[config.mk]
export PLATFORM = sky130hd
export DESIGN_NAME = rts_sequencer
export DESIGN_NICKNAME = d
export VERILOG_FILES = /design/src/hw/rts_pkg.sv /design/src/hw/rts_sequencer.sv
export SDC_FILE = /design/constraint.sdc
export NUM_CORES = 1
export LEC_CHECK = 0
export BUFFER_PORTS_ARGS = -buffer_cell sky130_fd_sc_hd__buf_2
export CAP_MARGIN = 20
export CORE_ASPECT_RATIO = 0.8
export CORE_MARGIN = 4
export CORE_UTILIZATION = 25
export CTS_CLUSTER_DIAMETER = 50
export DETAILED_ROUTE_END_ITERATION = 16
export HOLD_SLACK_MARGIN = 0.15
export PLACE_DENSITY = 0.4
export SETUP_SLACK_MARGIN = 0.5
export SYNTH_ARGS = -nofsm -noshare
export SYNTH_HDL_FRONTEND = slang
export SYNTH_SLANG_ARGS = --single-unit
[constraint.sdc]
create_clock -name pclk -period 2.32 [get_ports pclk]
set_clock_uncertainty 0.05 [all_clocks]
set_input_delay 0.348 -clock pclk [delete_from_list [all_inputs] [get_ports pclk]]
set_output_delay 0.348 -clock pclk [all_outputs]
set_load 0.02 [all_outputs]
[src/hw/rts_pkg.sv]
// Constants, register map and carrier types of the reset timeout sequencer.
// Assumes a single 100 MHz APB clock domain.
`default_nettype none

package rts_pkg;

    // Clock rate and documented times
    localparam int unsigned CLK_MHZ             = 100;
    localparam int unsigned POWER_UP_DELAY_US   = 72000;
    localparam int unsigned BROWNOUT_MIN_US     = 100;
    localparam int unsigned POWER_UP_DELAY_CYC  = POWER_UP_DELAY_US * CLK_MHZ;
    localparam int unsigned BROWNOUT_MIN_CYC    = BROWNOUT_MIN_US * CLK_MHZ;
    localparam int unsigned OSC_STARTUP_EDGES   = 1024;
    localparam logic [10:0] OSC_LAST            = 11'(OSC_STARTUP_EDGES - 1);
    localparam logic [2:0]  PIN_FILTER_LAST     = 3'h3;

    // Register byte addresses
    localparam logic [7:0]  ADDR_FLAGS          = 8'h00;
    localparam logic [7:0]  ADDR_CFG            = 8'h04;
    localparam logic [7:0]  ADDR_STATE          = 8'h08;

    // Oscillator modes
    localparam logic [1:0]  OSC_LOW_POWER       = 2'h0;
    localparam logic [1:0]  OSC_CRYSTAL_MED     = 2'h1;
    localparam logic [1:0]  OSC_HIGH_SPEED      = 2'h2;
    localparam logic [1:0]  OSC_RESISTOR_CAP    = 2'h3;

    // Program counter load selection
    localparam logic [1:0]  PC_ZERO             = 2'h0;
    localparam logic [1:0]  PC_NEXT             = 2'h1;
    localparam logic [1:0]  PC_VECTOR           = 2'h2;

    typedef enum logic [2:0] {
        ST_BROWNOUT,
        ST_DELAY,
        ST_OSC,
        ST_PIN,
        ST_RUN
    } rts_state_t;

    // Flags register: bit0 brown-out, bit1 power-on, bit2 watchdog, bit3 sleep
    typedef struct packed {
        logic sleep_entered_flag_n;
        logic watchdog_expired_flag_n;
        logic por_flag_n;
        logic brownout_flag_n;
    } rts_flags_t;

    // Config register: bits 1:0 mode, bit2 delay enable (low), bit3 brown-out
    typedef struct packed {
        logic       brownout_detect_cfg;
        logic       power_up_delay_cfg_n;
        logic [1:0] osc_mode;
    } rts_cfg_t;

    localparam rts_flags_t FLAGS_RESET = 4'hF;
    localparam rts_cfg_t   CFG_RESET   = 4'h9;

endpackage : rts_pkg

`default_nettype wire

[src/hw/rts_sequencer.sv]
// Reset cause tracking and start-up time-out sequencing.
// Assumes pins arrive asynchronously, watchdog and sleep signals come from pclk logic.
`default_nettype none

module rts_sequencer
    import rts_pkg::*;
#(
    parameter int unsigned POWER_UP_CYCLES = POWER_UP_DELAY_CYC,
    parameter int unsigned BROWNOUT_CYCLES = BROWNOUT_MIN_CYC
)(
    input  wire logic        pclk,
    input  wire logic        presetn,
    input  wire logic        psel,
    input  wire logic        penable,
    input  wire logic        pwrite,
    input  wire logic [7:0]  paddr,
    input  wire logic [31:0] pwdata,
    output var  logic [31:0] prdata,
    output logic             pready,
    output logic             pslverr,
    input  wire logic        supply_rise_detect,
    input  wire logic        supply_low_detect,
    input  wire logic        external_reset_pin_n,
    output logic             external_reset_pin_out,
    output logic             external_reset_pin_oe,
    input  wire logic        oscillator_input_pin,
    input  wire logic        watchdog_timeout,
    input  wire logic        core_sleeping,
    input  wire logic        sleep_enter,
    input  wire logic        wake_interrupt,
    input  wire logic        global_irq_enable,
    output var  logic        core_hold,
    output var  logic        regs_load_default,
    output var  logic [1:0]  pc_select,
    output var  logic        wake_resume
);

    // Pin synchronisers: bit0 rise, bit1 low supply, bit2 reset pin, bit3 oscillator
    logic [3:0]  sync1;
    logic [3:0]  sync2;
    logic        por_d;
    logic        osc_d;
    rts_state_t  state;
    rts_state_t  next_state;
    logic [31:0] cnt;
    logic [31:0] next_cnt;
    logic [10:0] osc_cnt;
    logic [10:0] next_osc_cnt;
    logic [31:0] dip_cnt;
    logic [2:0]  pin_cnt;
    logic        pin_low_f;
    logic        with_osc_count;
    logic        next_with_osc_count;
    rts_flags_t  flags;
    rts_flags_t  next_flags;
    rts_cfg_t    cfg;
    logic        next_load;
    logic [1:0]  next_pc;
    logic        next_wake;
    logic [31:0] next_prdata;

    wire logic por_rise   = sync2[0] & ~por_d;
    wire logic low_sup    = sync2[1];
    wire logic pin_s      = sync2[2];
    wire logic osc_edge   = sync2[3] & ~osc_d;
    wire logic dip_en     = cfg.brownout_detect_cfg;
    wire logic crystal    = (cfg.osc_mode != OSC_RESISTOR_CAP);
    wire logic delay_on   = ~cfg.power_up_delay_cfg_n | dip_en;
    wire logic dip_trip   = dip_en & low_sup & (dip_cnt == BROWNOUT_CYCLES);
    wire logic delay_done = (cnt == POWER_UP_CYCLES - 1);
    wire logic osc_done   = osc_edge & (osc_cnt == OSC_LAST);
    wire logic overrule   = por_rise | dip_trip;

    wire logic acc        = psel & penable;
    wire logic hit_flags  = (paddr == ADDR_FLAGS);
    wire logic hit_cfg    = (paddr == ADDR_CFG);
    wire logic hit_state  = (paddr == ADDR_STATE);
    wire logic hit_any    = hit_flags | hit_cfg | hit_state;
    wire logic wr_flags   = acc & pwrite & hit_flags;
    wire logic wr_cfg     = acc & pwrite & hit_cfg;

    // Zero-wait slave; error only on unmapped addresses
    assign pready  = 1'b1;
    assign pslverr = acc & ~hit_any;

    // Reset pin is input only, so watchdog resets stay internal
    assign external_reset_pin_out = 1'b0;
    assign external_reset_pin_oe  = 1'b0;

    always_ff @(posedge pclk or negedge presetn)
    begin
        if (!presetn)
        begin
            sync1 <= 4'h4; // Pin idles high, so no false low after reset
            sync2 <= 4'h4;
            por_d <= 1'b0;
            osc_d <= 1'b0;
        end
        else
        begin
            sync1 <= {oscillator_input_pin, external_reset_pin_n,
                      supply_low_detect, supply_rise_detect};
            sync2 <= sync1;
            por_d <= sync2[0];
            osc_d <= sync2[3];
        end
    end

    // Consecutive-low counters; a high pin ends the filtered low at once
    always_ff @(posedge pclk or negedge presetn)
    begin
        if (!presetn)
        begin
            pin_cnt   <= 3'h0;
            pin_low_f <= 1'b0;
            dip_cnt   <= 32'h0;
        end
        else
        begin
            pin_cnt   <= pin_s ? 3'h0 : (pin_cnt == PIN_FILTER_LAST ? pin_cnt : pin_cnt + 3'h1);
            pin_low_f <= ~pin_s & (pin_cnt == PIN_FILTER_LAST);
            dip_cnt   <= (dip_en & low_sup) ?
                         (dip_cnt == BROWNOUT_CYCLES ? dip_cnt : dip_cnt + 32'h1) : 32'h0;
        end
    end

    always_comb
    begin
        next_state    = state;
        next_cnt      = 32'h0;
        next_osc_cnt  = osc_cnt;
        next_with_osc_count = with_osc_count;
        next_flags    = flags;
        next_load     = regs_load_default;
        next_pc       = pc_select;
        next_wake     = 1'b0;
        // Software writes the brown-out and power-on flags; hardware clears below override it
        if (wr_flags)
        begin
            next_flags.brownout_flag_n = pwdata[0];
            next_flags.por_flag_n = pwdata[1];
        end
        if (por_rise)
        begin
            // Power-on pulse restarts the sequence; the brown-out flag and config are kept
            next_flags.por_flag_n              = 1'b0;
            next_flags.watchdog_expired_flag_n = 1'b1;
            next_flags.sleep_entered_flag_n    = 1'b1;
            next_load     = 1'b1;
            next_pc       = PC_ZERO;
            next_with_osc_count = crystal;
            next_osc_cnt  = 11'h0;
            next_state    = delay_on ? ST_DELAY : (crystal ? ST_OSC : ST_PIN);
        end
        else if (dip_trip && state != ST_BROWNOUT)
        begin
            // Brown-out flag only meaningful while detection is on
            next_flags.brownout_flag_n         = 1'b0;
            next_flags.watchdog_expired_flag_n = 1'b1;
            next_flags.sleep_entered_flag_n    = 1'b1;
            next_load     = 1'b1;
            next_pc       = PC_ZERO;
            next_with_osc_count = 1'b0;
            next_state    = ST_BROWNOUT;
        end
        else
        begin
            case (state)
                ST_BROWNOUT:
                begin
                    if (!low_sup)
                        next_state = ST_DELAY;
                end
                ST_DELAY:
                begin
                    next_cnt = cnt + 32'h1;
                    if (delay_done)
                    begin
                        next_cnt     = 32'h0;
                        next_osc_cnt = 11'h0;
                        next_state   = (with_osc_count && crystal) ? ST_OSC : ST_PIN;
                    end
                end
                ST_OSC:
                begin
                    if (osc_edge)
                        next_osc_cnt = osc_cnt + 11'h1;
                    if (osc_done)
                        next_state = ST_PIN;
                end
                ST_PIN:
                begin
                    // Synchronised release of several parts by the pin
                    if (!pin_low_f)
                        next_state = ST_RUN;
                end
                ST_RUN:
                begin
                    next_load = 1'b0;
                    if (pin_low_f)
                    begin
                        if (core_sleeping)
                        begin
                            next_flags.watchdog_expired_flag_n = 1'b1;
                            next_flags.sleep_entered_flag_n    = 1'b0;
                        end
                        next_load  = 1'b1;
                        next_pc    = PC_ZERO;
                        next_state = ST_PIN;
                    end
                    else if (watchdog_timeout && core_sleeping)
                    begin
                        next_flags.watchdog_expired_flag_n = 1'b0;
                        next_flags.sleep_entered_flag_n    = 1'b0;
                        next_pc      = PC_NEXT;
                        next_osc_cnt = 11'h0;
                        next_wake    = ~crystal;
                        next_state   = crystal ? ST_OSC : ST_RUN;
                    end
                    else if (watchdog_timeout)
                    begin
                        next_flags.watchdog_expired_flag_n = 1'b0;
                        next_flags.sleep_entered_flag_n    = 1'b1;
                        next_load  = 1'b1;
                        next_pc    = PC_ZERO;
                        next_state = ST_PIN;
                    end
                    else if (wake_interrupt && core_sleeping)
                    begin
                        next_flags.watchdog_expired_flag_n = 1'b1;
                        next_flags.sleep_entered_flag_n    = 1'b0;
                        next_pc      = global_irq_enable ? PC_VECTOR : PC_NEXT;
                        next_osc_cnt = 11'h0;
                        next_wake    = ~crystal;
                        next_state   = crystal ? ST_OSC : ST_RUN;
                    end
                    else if (sleep_enter)
                    begin
                        next_flags.watchdog_expired_flag_n = 1'b1;
                        next_flags.sleep_entered_flag_n    = 1'b0;
                    end
                end
                default:
                begin
                    next_state = ST_PIN;
                end
            endcase
        end
    end

    // Hold is registered so the core always leaves reset on a pclk edge
    always_ff @(posedge pclk or negedge presetn)
    begin
        if (!presetn)
        begin
            state     <= ST_DELAY;
            cnt       <= 32'h0;
            osc_cnt   <= 11'h0;
            with_osc_count <= 1'b1;
            flags     <= FLAGS_RESET;
            core_hold <= 1'b1;
        end
        else
        begin
            state     <= next_state;
            cnt       <= next_cnt;
            osc_cnt   <= next_osc_cnt;
            with_osc_count <= next_with_osc_count;
            flags     <= next_flags;
            core_hold <= (next_state != ST_RUN);
        end
    end

    // Default loading goes to reset-dependent registers only
    always_ff @(posedge pclk or negedge presetn)
    begin
        if (!presetn)
        begin
            regs_load_default <= 1'b1;
            pc_select         <= PC_ZERO;
            wake_resume       <= 1'b0;
        end
        else
        begin
            regs_load_default <= next_load;
            pc_select         <= next_pc;
            wake_resume       <= next_wake | (state == ST_OSC && osc_done && !with_osc_count);
        end
    end

    // Read data captured in setup phase; config changes act immediately
    assign next_prdata = hit_flags ? {28'h0, flags} :
                         hit_cfg   ? {28'h0, cfg}   :
                         hit_state ? {29'h0, state} : 32'h0;

    always_ff @(posedge pclk or negedge presetn)
    begin
        if (!presetn)
        begin
            cfg    <= CFG_RESET;
            prdata <= 32'h0;
        end
        else
        begin
            if (wr_cfg)
                cfg <= pwdata[3:0];
            if (psel && !penable)
                prdata <= next_prdata;
        end
    end
endmodule // rts_sequencer

`default_nettype wire

==> impl_metrics.ini <==
[die]
num_rows = 49
start_util = 0.255
io-pin-count = 95
die_w_um = 177
die_area_um2 = 25500
coreArea_um2 = 22600
die_height_um = 144

[sta]
timing.setup.tns_ps = 0
hold_viol_final = 0
hold_ws_ps = 173
period_share = 0.891
period_needed_ps = 2070
max_freq_ghz = 0.484
drv_slew = 0
relSlewSlack = 0.595
rsz0062_at_grt = true
finalSetupViolCount = 0
worstMarginPinSlew_ps = 603

[detailed_routing]
num_vias = 4331
wl_mm = 13.7
first_iter_violations = 173
detail_route.vias_per_cell = 4.41
drc = 0
antenna_left = 0
dr.pass1.iters = 4
wl_per_cell_um = 14.0

[critical_path]
path_class = flop to flop
cp_cell_sequence = nor4b_4 -> nand3_2 -> nor4_4 -> nor2_2 -> o21a_1 -> buf_6 -> a221o_1
setup.worst_path.end_class = flop
max_stage_delay_ps = 420
required_ps = 2520
worst-path-max-fanout = 5
crit_path_top_delay_cell = dfrtp_2
arrival_ps = 2270
critPathLaunchType = flop
worst-path-buf-inv = 1
critPathTopFamily = simple AND/OR/NAND/NOR gates

[yosys]
synthCells = 588
yosys_warnings = 0
ys_types = 55
syn_area_um2 = 5740
yosysSeqAreaShare = 0.482
ys_seq_elements = 110
synth_edf_count = 0
postSynthAreaPerCell_um2 = 9.77
ys.flop_type = dfrtp_1
synthArstFlopShare = 1.00

[cts]
clk_pin_slew_ps = 80
htree_num_levels = 3
cts_made_buffers = 9
root_buffer = clkbuf_16
cts_buffer_depth = 2
cts.sinks = 110
clock_latency_ps = 360
cts_tree = done

[final_layout]
drive_gt1_frac = 0.316
final_cells = 981
syn2layout_area_growth_pct = 29.6
utilization = 0.330
nNetsFinal = 730
antennaDiodeCount = 0

[run]
maxCapViolations = 0

[grt]
grt-ovfl-total = 0
antenna_found_initial = 0
grt_max_degree = 50
grt_pass1_wl_mm = 22.0
grtUsageTotal = 0.108
grt_pass1_vias = 4247

[placed_design]
place_congestion = 0.835
hpwlAfterDp_mm = 9.42
port_buffers = 35
dp_cells = 940

[power]
ir_worst_vdd_v = 0.000350
power_density_nw_per_um2 = 655
power_leakage_uw = 0.00314

[min_path]
worstHoldPathType = primary input to flop

[outcome]
outcome = finished, final reports clean
-- registers in the layout (all words and copies together) (netlist names) --
name / count
flags: 4
state: 3
pin_low_f: 1
osc_d: 1
sync2: 4
cnt: 32
prdata: 4
pc_select: 2
regs_load_default: 1
wake_resume: 1
osc_cnt: 11
por_d: 1
with_osc_count: 1
pin_cnt: 3
dip_en: 1
dip_cnt: 32
cfg: 3
core_hold: 1
sync1: 4
-- power breakdown --
group          switching [µW]  leakage, µW  internal, µW
Sequential               89.9      0.00146          2010
Combinational             674      0.00154           482
Clock                     768     0.000143           852
-- Yosys cell counts (all sizes together), types with 6 or more instances --
library cell | number | share of area
nor2 | 99 | 0.065
dfrtp | 98 | 0.43
xor2 | 53 | 0.081
nand2 | 48 | 0.031
buf | 41 | 0.052
nand3 | 38 | 0.034
nand4 | 20 | 0.024
nor4 | 14 | 0.023
and3 | 13 | 0.014
a21oi | 12 | 0.010
dfstp | 12 | 0.055
xnor2 | 11 | 0.017
a22o | 10 | 0.015
o21ai | 10 | 0.0087
clkbuf | 9 | 0.0059
mux2i | 9 | 0.016
nand2b | 9 | 0.011
nor2b | 9 | 0.0098
inv | 8 | 0.0052
nor3 | 7 | 0.0061
and2 | 6 | 0.0065
ha | 6 | 0.013
-- repair_timing --
action | 4_1_cts | 5_1_grt
resized for setup | 39 | 93
endpoints found under the setup margin | 65 | 74
hold endpoints to repair | 26 | 0
buffers inserted | 6 | 10
hold buffers | 6 | 0
gates cloned | 0 | 3
pin swaps | 30 | 50
-- final cells by class --
| type | count | area (µm²) |
|---|---|---|
| fillers | 2336 | 15100 |
| multi-input cells | 449 | 3220 |
| flip-flops and latches | 110 | 2770 |
| repair buffers | 92 | 733 |
| well taps | 306 | 383 |
| clock buffers | 9 | 225 |
| clock inverters | 7 | 80.1 |
| inverters | 8 | 30.0 |
-- routing by layer --
metal	up-vias	part of all wire	global-route usage
met5	-	0	0
met4	0	0.018	0.0366
met3	18	0.041	0.0302
met2	80	0.47	0.163
met1	2108	0.47	0.150
li1	2125	-	-
-- placed cells by master (no fill, tap or decap), types with 12 or more instances in the layout --
cell / count
dfrtp_1: 93
nor2_1: 63
nand3_1: 33
dfstp_2: 12
nand2_1: 44
buf_4: 34
conb_1: 31
buf_2: 34
buf_6: 14
nand4_1: 19
nor2_4: 28
xor2_1: 51
-- cells by family (layout without fill, tap and decap cells) --
family          Yosys count  count (layout)  share of synthesized area
buf+inv                  58             116                     0.0634
compound gates           53              53                     0.0636
flops                   110             110                      0.482
simple gates            281             281                      0.253
fa+ha+maj                 6               6                     0.0131
xor+xnor                 64              64                     0.0976
other cells               2              31                    0.00131
mux                      14              14                     0.0261
-- path summary, 6_finish.rpt --
check	startpoint	end	slack, ps	depth (start not counted)
max	cnt[17]$_DFF_PN0_	osc_cnt[5]$_DFFE_PN0P_	250	7
min	pwdata[2]	cfg[2]$_DFFE_PN0P_	170	2
max reg2reg	cnt[17]$_DFF_PN0_	osc_cnt[5]$_DFFE_PN0P_	250	7
min reg2reg	sync1[3]$_DFF_PN0_	sync2[3]$_DFF_PN0_	300	0
max in group asynchronous	presetn	prdata[0]$_DFFE_PN0P_	1160	3
min in group asynchronous	presetn	cnt[17]$_DFF_PN0_	400	2
-- through the flow --
stage               power (µW)  setup WS [ps]  area [µm²]
global route              5120            132        7440
CTS                       4670            197        6940
detailed placement        2920           19.2        6360
floorplan                 2640            378        5870
global placement          2900           46.7        6360
finish                    4880            253        7440
No activity file was read; power rests on OpenSTA's default activity.
